**config.mk**
```make
export PLATFORM = sky130hd
export DESIGN_NAME = converter_system_control_reg
export DESIGN_NICKNAME = d
export VERILOG_FILES = /design/src/reference_slew.v /design/src/converter_system_control_reg.v
export VERILOG_INCLUDE_DIRS = /design/src
export SDC_FILE = /design/constraint.sdc
export NUM_CORES = 1
export LEC_CHECK = 0
export BUFFER_PORTS_ARGS = -buffer_cell sky130_fd_sc_hd__buf_2
export CAP_MARGIN = 25
export CORE_ASPECT_RATIO = 0.75
export CORE_UTILIZATION = 25
export CTS_BUF_LIST = sky130_fd_sc_hd__clkbuf_2
export DETAILED_ROUTE_END_ITERATION = 7
export PLACE_DENSITY = 0.37
export SETUP_SLACK_MARGIN = 0.2
export SLEW_MARGIN = 20
export SYNTH_ARGS = -nofsm -noshare
export SYNTH_HDL_FRONTEND = slang
export SYNTH_SLANG_ARGS = --single-unit
```
**constraint.sdc**
```tcl
create_clock -name clock_i -period 3.6 [get_ports clock_i]
set_clock_uncertainty 0.1 [all_clocks]
set_input_delay 0.54 -clock clock_i [delete_from_list [all_inputs] [get_ports clock_i]]
set_output_delay 0.54 -clock clock_i [all_outputs]
set_load 0.01 [all_outputs]
```
**src/converter_system_control_defines.vh**
```
`ifndef CONVERTER_SYSTEM_CONTROL_DEFINES_VH
`define CONVERTER_SYSTEM_CONTROL_DEFINES_VH

// ==================================================================
// Register offsets
`define REFERENCE_SELECT_ADDR    8'h00
`define SYSTEM_CONTROL_ONE_ADDR  8'h01

// ==================================================================
// Field positions of system_control_one
`define SC1_ENABLE_BIT           7
`define SC1_GO_BIT               6
`define SC1_SLEW_HI              5
`define SC1_SLEW_LO              3
`define SC1_OV_RETRY_BIT         2
`define SC1_OC_HICCUP_BIT        1
`define SC1_MODE_BIT             0

// Field positions of reference_select
`define REF_RESERVED_BIT         7
`define REF_HI                   6

// ==================================================================
// Reset values
`define SC1_ENABLE_RESET         1'b1
`define SC1_GO_RESET             1'b0
`define SC1_SLEW_RESET           3'h4
`define SC1_OV_RETRY_RESET       1'b1
`define SC1_OC_HICCUP_RESET      1'b0
`define SC1_MODE_RESET           1'b0
`define REF_RESET                7'h1e
`define REF_RESERVED_READ        1'b1

// ==================================================================
// Timing
`define CLOCK_MHZ                200
`define REF_STEP_UV              4000
`define SLEW_RATE0_UV_PER_US     40000
`define SLEW_RATE1_UV_PER_US     30000
`define SLEW_RATE2_UV_PER_US     20000
`define SLEW_RATE3_UV_PER_US     10000
`define SLEW_RATE4_UV_PER_US     5000
`define SLEW_RATE5_UV_PER_US     2500
`define SLEW_RATE6_UV_PER_US     1250
`define SLEW_RATE7_UV_PER_US     625
// Cycles per reference step, rounded up so the rate is never exceeded
`define STEP_CYCLES(rate) ((`REF_STEP_UV * `CLOCK_MHZ + (rate) - 1) / (rate))
`define HICCUP_OFF_CYCLES        2000

`endif

```
**src/reference_slew.v**
```verilog
`include "converter_system_control_defines.vh"

module reference_slew
(
    // Clock and reset
    input  wire       clock_i,
    input  wire       reset_i,
    // Control
    input  wire [6:0] target_i,
    input  wire [2:0] slew_sel_i,
    // Status
    output reg  [6:0] reference_o,
    output wire       at_target_o
);

    // ==================================================================
    // Step interval per slew code
    localparam integer STEP0 = `STEP_CYCLES(`SLEW_RATE0_UV_PER_US);
    localparam integer STEP1 = `STEP_CYCLES(`SLEW_RATE1_UV_PER_US);
    localparam integer STEP2 = `STEP_CYCLES(`SLEW_RATE2_UV_PER_US);
    localparam integer STEP3 = `STEP_CYCLES(`SLEW_RATE3_UV_PER_US);
    localparam integer STEP4 = `STEP_CYCLES(`SLEW_RATE4_UV_PER_US);
    localparam integer STEP5 = `STEP_CYCLES(`SLEW_RATE5_UV_PER_US);
    localparam integer STEP6 = `STEP_CYCLES(`SLEW_RATE6_UV_PER_US);
    localparam integer STEP7 = `STEP_CYCLES(`SLEW_RATE7_UV_PER_US);

    reg  [10:0] interval;
    reg  [10:0] count_r;

    always @*
    begin
        case (slew_sel_i)
            3'h0:    interval = STEP0[10:0];
            3'h1:    interval = STEP1[10:0];
            3'h2:    interval = STEP2[10:0];
            3'h3:    interval = STEP3[10:0];
            3'h4:    interval = STEP4[10:0];
            3'h5:    interval = STEP5[10:0];
            3'h6:    interval = STEP6[10:0];
            default: interval = STEP7[10:0];
        endcase
    end

    assign at_target_o = (reference_o == target_i);

    // ==================================================================
    // Linear ramp, one code step per interval
    always @(posedge clock_i)
    begin
        if (reset_i)
        begin
            reference_o <= `REF_RESET;
            count_r     <= 11'h000;
        end
        else if (at_target_o)
        begin
            count_r <= 11'h000;
        end
        else if (count_r >= interval - 11'd1)
        begin
            count_r <= 11'h000;
            if (target_i > reference_o)
                reference_o <= reference_o + 7'h01;
            else
                reference_o <= reference_o - 7'h01;
        end
        else
        begin
            count_r <= count_r + 11'h001;
        end
    end

endmodule // reference_slew

```
**src/converter_system_control_reg.v**
```verilog
`include "converter_system_control_defines.vh"

module converter_system_control_reg
#(
    parameter HICCUP_OFF_CYCLES = `HICCUP_OFF_CYCLES
)
(
    // Clock and reset
    input  wire       clock_i,
    input  wire       reset_i,
    // External pins
    input  wire       enable_pin_i,
    input  wire       overvoltage_i,
    input  wire       overcurrent_i,
    input  wire       undervoltage_i,
    // Decoded serial register access
    input  wire       reg_write_i,
    input  wire       reg_read_i,
    input  wire [7:0] reg_addr_i,
    input  wire [7:0] reg_wdata_i,
    output reg  [7:0] reg_rdata_o,
    // Converter control
    output wire       serial_enable_o,
    output wire       high_side_switch_en_o,
    output wire       low_side_switch_en_o,
    output wire       forced_pwm_o,
    output wire [6:0] reference_o,
    output wire       hiccup_active_o,
    output wire       latched_off_o
);

    // ==================================================================
    // Pin synchronisers
    reg  [3:0] pin_meta_r;
    reg  [3:0] pin_sync_r;

    always @(posedge clock_i)
    begin
        if (reset_i)
        begin
            pin_meta_r <= 4'h0;
            pin_sync_r <= 4'h0;
        end
        else
        begin
            pin_meta_r <= {undervoltage_i, overcurrent_i, overvoltage_i, enable_pin_i};
            pin_sync_r <= pin_meta_r;
        end
    end

    wire enable_pin = pin_sync_r[0];
    wire ov_fault   = pin_sync_r[1];
    wire ocuv_fault = pin_sync_r[2] & pin_sync_r[3];
    // Pin low holds every register except the pin synchronisers in reset
    wire block_reset = reset_i | ~enable_pin;

    // ==================================================================
    // Registers
    reg        enable_r;
    reg        go_r;
    reg  [2:0] slew_r;
    reg        ov_retry_r;
    reg        oc_hiccup_r;
    reg        mode_r;
    reg  [6:0] target_r;
    reg        pending_r;
    wire       at_target;

    wire wr_ref = reg_write_i & (reg_addr_i == `REFERENCE_SELECT_ADDR);
    wire wr_sc1 = reg_write_i & (reg_addr_i == `SYSTEM_CONTROL_ONE_ADDR);

    always @(posedge clock_i)
    begin
        if (block_reset)
        begin
            enable_r    <= `SC1_ENABLE_RESET;
            go_r        <= `SC1_GO_RESET;
            slew_r      <= `SC1_SLEW_RESET;
            ov_retry_r  <= `SC1_OV_RETRY_RESET;
            oc_hiccup_r <= `SC1_OC_HICCUP_RESET;
            mode_r      <= `SC1_MODE_RESET;
            target_r    <= `REF_RESET;
            pending_r   <= 1'b0;
        end
        else
        begin
            if (wr_sc1)
            begin
                enable_r    <= reg_wdata_i[`SC1_ENABLE_BIT];
                slew_r      <= reg_wdata_i[`SC1_SLEW_HI:`SC1_SLEW_LO];
                ov_retry_r  <= reg_wdata_i[`SC1_OV_RETRY_BIT];
                oc_hiccup_r <= reg_wdata_i[`SC1_OC_HICCUP_BIT];
                mode_r      <= reg_wdata_i[`SC1_MODE_BIT];
            end
            // Host write of the permission bit wins over the self-clear
            if (wr_sc1)
                go_r <= reg_wdata_i[`SC1_GO_BIT];
            else if (pending_r && at_target)
                go_r <= 1'b0;
            if (wr_ref && go_r)
            begin
                target_r  <= reg_wdata_i[`REF_HI:0];
                pending_r <= 1'b1;
            end
            else if (pending_r && at_target)
            begin
                pending_r <= 1'b0;
            end
        end
    end

    // ==================================================================
    // Read-back
    always @(posedge clock_i)
    begin
        if (block_reset)
            reg_rdata_o <= 8'h00;
        else if (reg_read_i)
        begin
            case (reg_addr_i)
                `REFERENCE_SELECT_ADDR:   reg_rdata_o <= {`REF_RESERVED_READ, target_r};
                `SYSTEM_CONTROL_ONE_ADDR: reg_rdata_o <= {enable_r, go_r, slew_r,
                                                          ov_retry_r, oc_hiccup_r, mode_r};
                default:                  reg_rdata_o <= 8'h00;
            endcase
        end
    end

    // ==================================================================
    // Reference ramp
    reference_slew u_reference_slew
    (
        .clock_i     (clock_i),
        .reset_i     (block_reset),
        .target_i    (target_r),
        .slew_sel_i  (slew_r),
        .reference_o (reference_o),
        .at_target_o (at_target)
    );

    // ==================================================================
    // Protection
    localparam ST_RUN    = 2'h0;
    localparam ST_HICCUP = 2'h1;
    localparam ST_LATCH  = 2'h2;

    reg  [1:0]  prot_state_r;
    reg  [31:0] hiccup_count_r;

    always @(posedge clock_i)
    begin
        if (block_reset)
        begin
            prot_state_r   <= ST_RUN;
            hiccup_count_r <= 32'h0000_0000;
        end
        else
        begin
            case (prot_state_r)
                ST_RUN:
                begin
                    hiccup_count_r <= 32'h0000_0000;
                    if (ov_fault && !ov_retry_r)
                        prot_state_r <= ST_LATCH;
                    else if (ocuv_fault && oc_hiccup_r)
                        prot_state_r <= ST_HICCUP;
                    else if (ocuv_fault)
                        prot_state_r <= ST_LATCH;
                end
                ST_HICCUP:
                begin
                    if (hiccup_count_r >= HICCUP_OFF_CYCLES - 1)
                        prot_state_r <= ST_RUN;
                    else
                        hiccup_count_r <= hiccup_count_r + 32'h0000_0001;
                end
                ST_LATCH:
                begin
                    prot_state_r <= ST_LATCH;
                end
                default:
                begin
                    prot_state_r <= ST_RUN;
                end
            endcase
        end
    end

    // ==================================================================
    // Outputs
    // Switching pauses two clocks after over-voltage appears at the pin, while it is present
    wire switching = enable_pin & enable_r & (prot_state_r == ST_RUN)
                     & ~ov_fault;

    assign serial_enable_o       = enable_pin;
    assign high_side_switch_en_o = switching;
    assign low_side_switch_en_o  = switching;
    assign forced_pwm_o          = go_r | mode_r;
    assign hiccup_active_o       = (prot_state_r == ST_HICCUP);
    assign latched_off_o         = (prot_state_r == ST_LATCH);

endmodule // converter_system_control_reg

```
# [Yosys cells after proc, flatten, opt, wreduce, memory -nomap -nowiden]
# Cells that the tools add are included.
[totals] register_bits=84 latch_bits=0 ram_bits=0 romBits=0 inputBits=24 out_inout_bits=21 word_cells=75 n_memories=0
[classes] add_sub_neg=5 multipliers=0 n_div=0 n_lt_le_gt_ge=3 eq_ne=13 shift=0 muxes=13 n_bitwise=11 reduce_logical=15
[op_table] cell="one-hot mux 11 bit (7 select lines)" n=1
[op_table] cell="one-hot mux 32 bit (2 select lines)" n=1
[op_table] cell="adder 32 x 1 -> 32 bit, second input constant" n=1
[op_table] cell=">= comparator 32 x 11 -> 1 bit, second input constant" n=1
[op_table] cell="two-way mux 32 bit" n=1
[op_table] cell="one-hot mux 8 bit (2 select lines)" n=1
[op_table] cell="adder 11 x 1 -> 11 bit, second input constant" n=1
[op_table] cell=">= comparator 11 bit" n=1
[op_table] cell="subtractor 11 x 1 -> 11 bit, second input constant" n=1
[op_table] cell="equality test 3 bit, second input constant" n=3
[op_table] cell="equality test 8 x 1 -> 1 bit, second input constant" n=1
[op_table] cell="logical NOT 8 bit" n=1
[op_table] cell="two-way mux 2 bit" n=4
[op_table] cell="adder 7 x 1 -> 7 bit, second input constant" n=1
[op_table] cell="equality test 7 bit" n=1
[op_table] cell="> comparator 7 bit" n=1
[op_table] cell="two-way mux 7 bit" n=1
[op_table] cell="subtractor 7 x 1 -> 7 bit, second input constant" n=1
[op_table] cell="AND 1 bit" n=6
[op_table] cell="equality test 3 x 2 -> 1 bit, second input constant" n=2
[op_table] cell="one-hot mux 2 bit (3 select lines)" n=1
[op_table] cell="AND reduction 2 bit" n=3
[op_table] cell="nonzero test 2 bit" n=3
[op_table] cell="logical AND 1 bit" n=4
[op_table] cell="other kinds (13)" n=18

# [Logic depth before layout (Yosys ltp)]
# Gate-level depths: netlist (run 1).
[depth] word_depth=5 mapped_depth=14 depth_no_buf=13

# [By module]
# From an unflattened synthesis (run 1), not the netlist that was laid out.
[hier_totals] cells_unflattened=417 area_unflattened_um2=3861.2
[modules_own_cells] module="converter_system_control_reg" n_inst=1 cells_per_inst=254 area_each_um2=2488.6 seq_area_each_um2=1321.3
[modules_own_cells] module="reference_slew" n_inst=1 cells_per_inst=163 area_each_um2=1372.6 seq_area_each_um2=360.3

# [Worst setup path after synthesis (run 1)]
# Ideal clock, no wire load.
[synth_path] path_kind="reg-to-reg" start="reg slew_r[1]" end="reg u_reference_slew.reference_o[1]" setup_time_ps=129 arrival_ps=2944 required_time_ps=3371 setup_slack_ps=427 stages_incl_launch_ff=14 path_buffers=2 synth_period_minus_slack_ps=3173 path_cell_list="dfxtp_1 > clkbuf_1 > or3_1 > ha_1 > a211oi_1 > a21oi_1 > ha_1 > and3_1 > and3_1 > a2111oi_0 > a211o_1 > buf_2 > mux2i_1 > nand2_1"
[synth_between] elab_chain_cells=5 elab_cells_between_ends=11 cone_classes="add/sub: 1; order compare: 1; eq/ne: 6; mux: 1; reduce/logical: 2"
[synth_rtl] element="start: declaration" line_no="converter_system_control_reg.v:61" source="reg [2:0] slew_r;"
[synth_rtl] element="start signal: assignment" line_no="converter_system_control_reg.v:78" source="slew_r <= `SC1_SLEW_RESET;"
[synth_rtl] element="start signal: assignment" line_no="converter_system_control_reg.v:90" source="slew_r <= reg_wdata_i[`SC1_SLEW_HI:`SC1_SLEW_LO];"
[synth_rtl] element="equality test 3 bit, or another cell as far along" line_no="reference_slew.v:32" source="case (slew_sel_i)"
[synth_rtl] element="one-hot mux 11 bit (7 select lines) *" line_no="reference_slew.v:32"
[synth_rtl] element="subtractor 11 x 1 -> 11 bit *" line_no="reference_slew.v:59" source="else if (count_r >= interval - 11'd1)"
[synth_rtl] element=">= comparator 11 bit *" line_no="reference_slew.v:59"
[synth_rtl] element="AND reduction 2 bit (no source line) *"
[synth_rtl] element="end signal: assignment" line_no="reference_slew.v:52" source="reference_o <= `REF_RESET;"
[synth_rtl] element="end signal: assignment" line_no="reference_slew.v:63" source="reference_o <= reference_o + 7'h01;"
[synth_rtl] element="end signal: assignment" line_no="reference_slew.v:65" source="reference_o <= reference_o - 7'h01;"
[synth_rtl] element="end: declaration" line_no="reference_slew.v:12" source="output reg [6:0] reference_o,"
# Every way passes the cells marked *; elsewhere a longest branch is shown, timed or not.
# A chain may end at the register's enable or synchronous reset.

# [Final worst setup path (run 1)]
[layout_path] start="reg u_reference_slew.reference_o[5]" end="reg u_reference_slew.reference_o[6]"
[layout_between] elab_chain_cells=3 elab_cells_between_ends=7 cone_classes="add/sub: 2; order compare: 1; eq/ne: 1; mux: 1; bitwise: 1; reduce/logical: 1"
[layout_rtl] element="branches (longest 3 deep; another with subtractor 7 x 1 -> 7 bit)"
# Several ways; the timed one is not identified.

==> flow_metrics.py, run 1 <==
metrics = {
    "yosys": {
        "netlist_instances": 439,
        "seq_area_frac_synth_pct": 43.4,
        "synth_area_leaders": "dfxtp_1 43%, ha_1 8.4%, and3_1 4.4%",
        "synth_top_family_by_area": "simple AND/OR/NAND/NOR gates",
        "avgSynthCellArea_um2": 8.84,
        "ys.flop_type": "dfxtp_1",
        "synth_adder_area_share_pct": 8.90,
        "synth_mux_area_share_pct": 1.32,
        "yosys_warnings": 0,
        "netlist.area_leader.share_pct": 43.4,
        "syn_nets": 490,
        "ys_seq_elements": 84,
        "synth_area_leader_cell": "dfxtp_1",
        "synthDistinctLibCells": 48,
        "synth_xor_area_share_pct": 4.97,
        "synth_edf_count": 0,
        "async_flop_share_pct": 0,
        "synthSimpleGateAreaFrac_pct": 24.9,
        "synth_compound_area_share_pct": 12.7,
        "syn_area_um2": 3880,
    },
    "worst_setup_path": {
        "startpoint_type": "register",
        "crit_required_ns": 4.03,
        "r2r_setup_slack_ns": 0.40,
        "crit_path_top_delay_cell": "dfxtp_2",
        "crit_type": "reg2reg",
        "worstPathMaxFanout": 6,
        "crit_top_cell": "a21oi_1",
        "ff2ff_path_depth": 13,
        "reg2reg_to": "u_reference_slew.reference_o[6]",
        "critPathCaptureType": "register",
        "r2r-start": "u_reference_slew.reference_o[5]",
        "crit_chain": "inv_1, ha_1, nand4_1, a21oi_1, nor3_1, or2_2, fa_2, a211oi_2, o21bai_1, a21oi_1, xor2_1, or3_1, a21oi_1",
        "cpPeakStageDelay_ns": 0.42,
        "crit_arrival_ns": 3.63,
    },
    "route": {
        "wl_per_cell_um": 13.7,
        "dr.pass1.iters": 4,
        "final_antenna_net_count": 0,
        "viasPerCell": 4.54,
        "drt-initial-drc-count": 172,
        "vias": 3170,
        "wl_mm": 9.55,
        "drc": 0,
    },
    "die": {
        "coreArea_um2": 15200,
        "io_pins": 45,
        "initial_core_util_pct": 25.6,
        "die_area_um2": 16000,
        "rows": 39,
        "die_w_um": 146,
        "chipHeight_um": 110,
    },
    "sta": {
        "hold_viol": 0,
        "hold_slack_ns": 0.0952,
        "worstMarginPinSlew_ns": 0.675,
        "setup_viol": 0,
        "post-route-min-period_ns": 3.20,
        "slew_viol_final": 0,
        "fin_setup_tns_ns": 0,
        "fmax_ghz": 0.312,
        "post-route-period-util_pct": 89.0,
        "maxSlewHeadroom_pct": 55.0,
        "rsz0062_at_grt": "true",
        "fin_ws_ns": 0.397,
    },
    "placed_design": {
        "dp_worst_setup_slack_ns": 0.185,
        "hpwlAfterDp_mm": 6.94,
        "io_buffer_count": 44,
        "gp_congestion": 0.721,
    },
    "flow_run": {
        "cap_violations": 0,
    },
    "layout": {
        "multi_input_area_um2": 2090,
        "regArea_um2": 1690,
        "finalNetCount": 539,
        "drive_gt1_share_pct": 17.6,
        "syn_to_final_growth_pct": 17.8,
        "diodes": 0,
        "fill_cells": 1597,
    },
    "hold_path": {
        "min_to": "enable_r",
        "min_path_type": "in2reg",
        "hold_depth": 3,
        "hp-start": "reg_wdata_i[7]",
    },
    "power": {
        "power_frac_clock_pct": 37.0,
        "ir_drop_mv": 0.214,
        "leakage_uw": 0.00194,
        "power_per_cell_area_nw_per_um2": 342,
        "switching_share_pct": 24.1,
        "power_switching_uw": 376,
        "seq_power_share_pct": 60.1,
        "p_int_uw": 1190,
        "comb_power_share_pct": 2.9,
    },
    "cts": {
        "clock_path_buffers": 2,
        "cts_buffers": 9,
        "clk_pin_slew_ns": 0.25,
        "clk_latency_ns": 0.56,
        "cts_tree": "yes",
        "clockRootBuffer": "clkbuf_2",
        "htreeDepth": 3,
        "cts_num_sinks": 84,
    },
    "grt": {
        "grt_antenna_before_repair": 0,
        "track_usage_pct": 12.6,
        "grt_pass1_vias": 2950,
        "grt_max_degree": 34,
        "grt.overflow.total": 0,
        "grt_pass1_wl_mm": 15.5,
    },
    "status": {
        "status": "completed",
    },
}
[per-layer routing]
| layer | share of wire, % | global-route usage, % | up-vias |
|---|---|---|---|
| met4 | 0.97 | 3.83 | 0 |
| met1 | 54 | 17.2 | 1468 |
| met5 | 0 | 0 | - |
| met3 | 3.9 | 4.23 | 5 |
| met2 | 41 | 18.7 | 55 |
| li1 | - | - | 1642 |
[layout make-up]
| type | instances | share of cell area [%] |
|---|---|---|
| flip-flops and latches | 84 | 36.9 |
| well taps | 205 | 5.61 |
| repair buffers | 60 | 7.78 |
| clock buffers | 9 | 0.986 |
| clock inverters | 7 | 1.97 |
| multi-input cells | 320 | 45.7 |
| inverters | 13 | 1.07 |
[critical path, delay by kind of cell, from the launching register on]
family	cells	cell delay, ns
AOI/OAI and AO/OA	5	0.90
adders and majority gates	2	0.70
buffers and inverters	1	0.05
DFF	1	0.42
xor gates and xnor gates	1	0.10
and+or+nand+nor	4	0.90
[metrics by stage]
stage          area, µm²  total power, µW  util [%]  instances
2_1_floorplan       3880              974         -        439
3_3_place_gp        4320              997      28.5        673
3_5_place_dp        4320              998      28.5        673
4_1_cts             4490             1590      29.6        693
5_1_grt             4570             1640      30.1        698
6_report            4570             1560      30.1        698
[placed cells by master, fill, tap and decap left out, types with 5 or more instances in the layout]
master,count
dfxtp_1,80
nand2_1,45
buf_2,44
nor2_1,40
nand3_1,31
and3_1,27
ha_1,26
a21oi_1,25
inv_1,13
xnor2_1,13
a211oi_1,12
nor2b_1,11
buf_4,10
xor2_1,9
clkbuf_2,9
a21o_1,7
a22oi_1,7
nand4_1,6
o21ai_0,6
dlygate4sd3_1,6
nor4_1,5
[sequential cells by signal (all words and copies together), names as in the netlist]
name,flops
slew_r,3
u_reference_slew.count_r,11
prot_state_r,2
go_r,1
pending_r,1
u_reference_slew.reference_o,7
oc_hiccup_r,1
target_r,7
pin_sync_r,4
pin_meta_r,4
mode_r,1
ov_retry_r,1
enable_r,1
reg_rdata_o,8
hiccup_count_r,32
[timing repair]
item,CTS,global route
endpoints found under the setup margin,1,4
endpoints found under the hold margin,4,2
pin swaps,0,2
hold buffers,4,2
setup buffers,0,2
gates cloned,0,1
gates resized for setup,1,9
[synth_stat cells (5+ instances only)]
master	count
and3_1	27
nand3_1	31
nand2_1	45
ha_1	26
inv_1	13
o21ai_0	6
nor2_1	40
a22oi_1	7
a211oi_1	13
a21o_1	7
a21oi_1	25
nor2b_1	12
nor4_1	5
clkbuf_1	17
xnor2_1	13
dfxtp_1	84
nand4_1	6
xor2_1	9
[worst max-delay path by stage]
stage          cells after the start                       startpoint                               to  slack [ns]
2_1_floorplan                     13                        slew_r[1]  u_reference_slew.reference_o[1]        0.43
6_report                          13  u_reference_slew.reference_o[5]  u_reference_slew.reference_o[6]        0.40
3_5_place_dp                      11                        slew_r[2]  u_reference_slew.reference_o[1]        0.18
4_1_cts                           13  u_reference_slew.reference_o[5]  u_reference_slew.reference_o[6]        0.23
3_3_place_gp                      11                        slew_r[2]  u_reference_slew.reference_o[1]        0.29
5_1_grt                           13  u_reference_slew.reference_o[1]  u_reference_slew.reference_o[6]        0.18
[logic make-up (layout without fill, tap and decap cells)]
kind of cell,Yosys count,in the layout
simple gates,190,190
flops,84,84
compound gates,75,76
buf+inv,36,89
fa+ha+maj,27,27
xor+xnor,22,22
mux,5,5
[power groups by stage]
| stage | Clock (µW) | Sequential [µW] | Combinational (µW) |
|---|---|---|---|
| 6_report | 579 | 940 | 44.7 |
| 5_1_grt | 648 | 941 | 49.6 |
| 4_1_cts | 610 | 940 | 43.9 |
| 3_5_place_dp | 0 | 957 | 40.6 |
| 3_3_place_gp | 0 | 957 | 40.0 |
| 2_1_floorplan | 0 | 957 | 17.1 |
No activity file was read; power rests on OpenSTA's default activity.
==> run 2: changes to the inputs <==
Settings changed: CORE_MARGIN from default to 1, CORE_UTILIZATION 25 to 60, GPL_TIMING_DRIVEN from default to 0, PLACE_DENSITY 0.37 to 0.78.
==> run 2 against run 1 <==
Final cell count shrank 17%. Worst setup slack lost 0.057 ns. Critical path type unchanged. Sequential cell count is the same. Combinational power shrank 10%.
==> flow_metrics.py, run 2 (synthesis gave the netlist of run 1 again) <==
metrics = {
    "worst_setup_path": {
        "crit_required_ns": 3.97,
        "startpoint_type": "register",
        "critPathCaptureType": "register",
        "crit_arrival_ns": 3.63,
        "ff2ff_path_depth": 13,
        "crit_type": "reg2reg",
        "worstPathMaxFanout": 6,
    },
    "grt": {
        "use_met2_pct": 38.8,
        "grt_max_degree": 16,
        "grt_pass1_vias": 2959,
        "track_usage_pct": 25.8,
        "grt-busiest-layer": "met2",
        "grt_antenna_before_repair": 0,
        "grt_pass1_wl_mm": 13.7,
        "grt.overflow.total": 0,
        "use_met1_pct": 36.9,
        "met3_usage_pct": 5.73,
    },
    "sta": {
        "fin_ws_ns": 0.340,
        "rsz0062_at_grt": "true",
        "setup_viol": 0,
        "worstMarginPinSlew_ns": 0.560,
        "maxSlewHeadroom_pct": 62.7,
        "fmax_ghz": 0.307,
        "post-route-min-period_ns": 3.26,
        "slew_viol_final": 0,
        "fin_setup_tns_ns": 0,
        "post-route-period-util_pct": 90.5,
        "hold_viol": 0,
    },
    "cts": {
        "cts_buffers": 9,
        "clk_pin_slew_ns": 0.24,
        "htreeDepth": 3,
        "cts_hold_buf": 0,
        "clockRootBuffer": "clkbuf_2",
        "clock_path_buffers": 2,
        "cts_tree": "yes",
        "clk_latency_ns": 0.53,
        "cts_num_sinks": 84,
    },
    "placed_design": {
        "dpl.cell_count": 560,
        "hpwlAfterDp_mm": 6.00,
        "dp_worst_setup_slack_ns": 0.0311,
        "gp_congestion": 0.818,
        "io_buffer_count": 43,
    },
    "layout": {
        "diodes": 0,
        "final_cell_mix": "79 x dfxtp_1, 46 x buf_2, 45 x nand2_1",
        "largestRegisters": "hiccup_count_r: 32 flops, u_reference_slew.count_r: 11 flops, reg_rdata_o: 8 flops",
        "final_common_cell": "dfxtp_1",
        "largest_reg_flops": 32,
        "finalNetCount": 547,
        "syn_to_final_growth_pct": 13.5,
        "largest_register": "hiccup_count_r",
        "drive_gt1_share_pct": 18.2,
        "stdcell_count": 579,
        "fin_util_pct": 73.0,
    },
    "die": {
        "chipHeight_um": 71.6,
        "die_w_um": 94.8,
        "coreArea_um2": 6040,
        "io_pins": 45,
        "die_area_um2": 6790,
        "initial_core_util_pct": 64.3,
        "rows": 24,
    },
    "route": {
        "viasPerCell": 5.64,
        "vias": 3263,
        "drt-initial-drc-count": 176,
        "dr.pass1.iters": 5,
        "wl_mm": 8.33,
        "final_antenna_net_count": 0,
        "drc": 0,
        "wl_per_cell_um": 14.4,
    },
    "power": {
        "power_switching_uw": 361,
        "p_int_uw": 1130,
        "ir_drop_mv": 0.255,
        "seq_power_share_pct": 63.2,
        "power_per_cell_area_nw_per_um2": 337,
        "comb_power_share_pct": 2.7,
        "p_total_uw": 1490,
        "leakage_uw": 0.00193,
        "switching_share_pct": 24.3,
        "power_frac_clock_pct": 34.1,
    },
    "hold_path": {
        "min_path_type": "in2reg",
        "hold_depth": 2,
    },
    "flow_run": {
        "cap_violations": 0,
    },
    "status": {
        "status": "completed",
    },
}
## run 2: changes by cell type in the layout (fill, tap and decap cells not counted), moves of 2 or more
cell	before	now
buf_6	0	2
ha_1	26	24
clkbuf_1	0	15
inv_6	1	3
buf_4	10	4
clkinv_1	2	0
dlygate4sd3_1	6	0
buf_2	44	46
clkinvlp_4	0	2
## run 2: final timing paths
kind                              startpoint                               to  slack, ns
max reg2reg  u_reference_slew.reference_o[4]  u_reference_slew.reference_o[6]       0.34
min                            overvoltage_i                    pin_meta_r[1]        0.1
max          u_reference_slew.reference_o[4]  u_reference_slew.reference_o[6]       0.34
min reg2reg                    pin_meta_r[1]                    pin_sync_r[1]       0.36
## run 2: metrics by stage
| stage | hold WS, ns | instance area (µm²) |
|---|---|---|
| 6_report | 0.0971 | 4400 |
| 5_1_grt | 0.0500 | 4400 |
| 4_1_cts | 0.0557 | 4330 |
| 3_5_place_dp | 0.325 | 4190 |
| 3_3_place_gp | 0.316 | 4190 |
| 2_1_floorplan | 0.314 | 3880 |
## run 2: routing by layer
layer / wire length (µm) / part of all wire, %
met4: 68 / 0.82
met5: 0 / 0
met1: 4210 / 51
met3: 395 / 4.7
met2: 3660 / 44
## run 2: cell type report
cell class              count  area [µm²]
inverters                  13        48.8
well taps                  78        97.6
fillers                   454        1630
multi-input cells         319        2100
repair buffers             46         238
clock buffers              10        50.0
flip-flops and latches     84        1690
clock inverters             6        71.3
plain buffers              23         113
## run 2: power groups by stage
stage / registers [µW] / logic [µW] / clock network, µW
2_1_floorplan: 957 / 17.1 / 0
3_3_place_gp: 957 / 39.1 / 0
3_5_place_dp: 957 / 39.7 / 0
4_1_cts: 940 / 39.8 / 518
5_1_grt: 941 / 43.5 / 560
6_report: 939 / 40.2 / 507
## run 2: timing repair
item,CTS,global route
pin swaps,0,1
gates resized for setup,7,16
endpoints found under the setup margin,7,17
setup buffers,0,3
## run 2: worst max-delay path, stage by stage, from the launching register on
cell and delay [ns]:
dfxtp_2 0.41, inv_1 0.05, ha_1 0.30, nand4_1 0.14, a21oi_1 0.18, nor3_1 0.09, or2_2 0.36, ha_1 0.40
a211oi_2 0.31, o21bai_1 0.13, a21oi_1 0.18, xor2_1 0.09, or3_1 0.31, a21oi_1 0.13
==> run 3: changes to the inputs <==
Settings changed: CORE_UTILIZATION 60 to 55, PLACE_DENSITY 0.78 to 0.72.
==> run 3 against run 2 <==
Critical path depth did not move. Via count fell by 1.1%. Combinational power rose by 1%. Critical endpoint is now u_reference_slew.reference_o[1]. Non-clock buffer count fell by 3.
==> flow_metrics.py, run 3 (synthesis gave the netlist of run 1 again) <==
metrics = {
    "layout": {
        "syn_to_final_growth_pct": 12.3,
        "largest_reg_flops": 32,
        "largestRegisters": "hiccup_count_r: 32 flops, u_reference_slew.count_r: 11 flops, reg_rdata_o: 8 flops",
        "fill_cells": 603,
        "finalNetCount": 544,
        "final_common_cell": "dfxtp_1",
        "largest_register": "hiccup_count_r",
        "fin_util_pct": 64.0,
        "drive_gt1_share_pct": 17.1,
        "final_area_um2": 4350,
        "stdcell_count": 582,
        "diodes": 0,
        "final_cell_mix": "79 x dfxtp_1, 46 x buf_2, 45 x nand2_1",
    },
    "cts": {
        "cts_num_sinks": 84,
        "clock_path_buffers": 2,
        "cts_hold_buf": 0,
        "clk_latency_ns": 0.53,
        "clockRootBuffer": "clkbuf_2",
        "cts_setup_buffers": 0,
        "cts_tree": "yes",
        "clk_pin_slew_ns": 0.24,
        "cts_buffers": 9,
        "htreeDepth": 3,
    },
    "worst_setup_path": {
        "crit_arrival_ns": 3.61,
        "startpoint_type": "register",
        "r2r_setup_slack_ns": 0.32,
        "crit_type": "reg2reg",
        "critPathCaptureType": "register",
        "worstPathMaxFanout": 10,
        "crit_required_ns": 3.93,
    },
    "sta": {
        "worstMarginPinSlew_ns": 0.540,
        "hold_viol": 0,
        "maxSlewHeadroom_pct": 64.0,
        "rsz0062_at_grt": "true",
        "post-route-min-period_ns": 3.28,
        "fin_setup_tns_ns": 0,
        "post-route-period-util_pct": 91.1,
        "slew_viol_final": 0,
        "setup_viol": 0,
        "fmax_ghz": 0.305,
    },
    "grt": {
        "grt_max_degree": 16,
        "grt_pass1_vias": 2789,
        "grt_antenna_before_repair": 0,
        "grt.overflow.total": 0,
        "track_usage_pct": 23.1,
        "grt_pass1_wl_mm": 13.3,
    },
    "flow_run": {
        "cap_violations": 0,
    },
    "placed_design": {
        "hpwlAfterDp_mm": 5.98,
        "dpl.cell_count": 566,
        "place_area_um2": 4200,
        "io_buffer_count": 43,
        "gp_congestion": 0.809,
    },
    "die": {
        "die_area_um2": 7400,
        "coreArea_um2": 6800,
        "rows": 26,
        "initial_core_util_pct": 57.0,
        "die_w_um": 99.0,
        "chipHeight_um": 74.7,
        "io_pins": 45,
    },
    "route": {
        "drt-initial-drc-count": 124,
        "final_antenna_net_count": 0,
        "vias": 3228,
        "dr.pass1.iters": 4,
        "viasPerCell": 5.55,
        "wl_mm": 8.24,
        "wl_per_cell_um": 14.2,
        "drc": 0,
    },
    "power": {
        "leakage_uw": 0.00190,
        "ir_drop_mv": 0.211,
        "power_per_cell_area_nw_per_um2": 341,
    },
    "status": {
        "status": "completed",
    },
    "hold_path": {
        "min_path_type": "in2reg",
    },
}
-- run 3: per-layer routing --
layer | vias to the layer above | part of all wire [%] | wire, µm | track usage [%]
met5 | - | 0 | 0 | 0
met4 | 0 | 1.1 | 89 | 7.96
met3 | 11 | 3.3 | 274 | 5.20
met2 | 68 | 45 | 3690 | 36.1
met1 | 1492 | 51 | 4190 | 32.0
li1 | 1657 | - | - | -
-- run 3: per-stage QoR --
step | hold slack (ns) | worst slack (ns) | total power [µW]
4_1_cts | 0.0593 | 0.221 | 1490
3_3_place_gp | 0.317 | 0.112 | 996
2_1_floorplan | 0.314 | 0.427 | 974
6_report | 0.0956 | 0.322 | 1480
5_1_grt | 0.0489 | 0.195 | 1540
3_5_place_dp | 0.324 | 0.0140 | 997
-- run 3: layout make-up --
class / instances / area [µm²] / share of cell area (%)
sequential: 84 / 1690 / 38.8
multi-input combinational: 319 / 2070 / 47.5
tap: 84 / 105 / 2.41
clock buffer: 9 / 45.0 / 1.03
buffer: 23 / 110 / 2.53
inverter: 13 / 48.8 / 1.12
clock inverter: 7 / 75.1 / 1.72
timing repair buffer: 43 / 215 / 4.94
-- run 3: what timing repair did --
item | CTS | global route
setup endpoints to repair | 7 | 14
resized for setup | 6 | 11
pin swaps | 0 | 3
-- run 3: final timing paths --
check | from | cells after the start | to
worst max-delay path | slew_r[1] | 13 | u_reference_slew.reference_o[1]
worst min-delay path | overvoltage_i | 2 | pin_meta_r[1]
worst max register to register | slew_r[1] | 13 | u_reference_slew.reference_o[1]
worst min register to register | pin_meta_r[3] | 1 | pin_sync_r[3]
-- run 3: where the power goes --
group	internal (µW)	leakage (µW)	total (µW)	switching, µW
registers	938	0.000679	939	1.72
logic	17.2	0.00116	40.8	23.6
clock network	164	0.0000666	505	341
total	1120	0.00190	1480	366
-- run 3: critical path: stages (launching register included) --
cell and delay (ns):
dfxtp_2 0.39, buf_2 0.17, or3_1 0.40, ha_2 0.21
a211oi_1 0.24, a21oi_1 0.08, ha_1 0.29, and3_1 0.18
and3_1 0.20, a2111oi_2 0.31, a211o_1 0.19, buf_6 0.16
mux2i_1 0.19, nand2_1 0.07
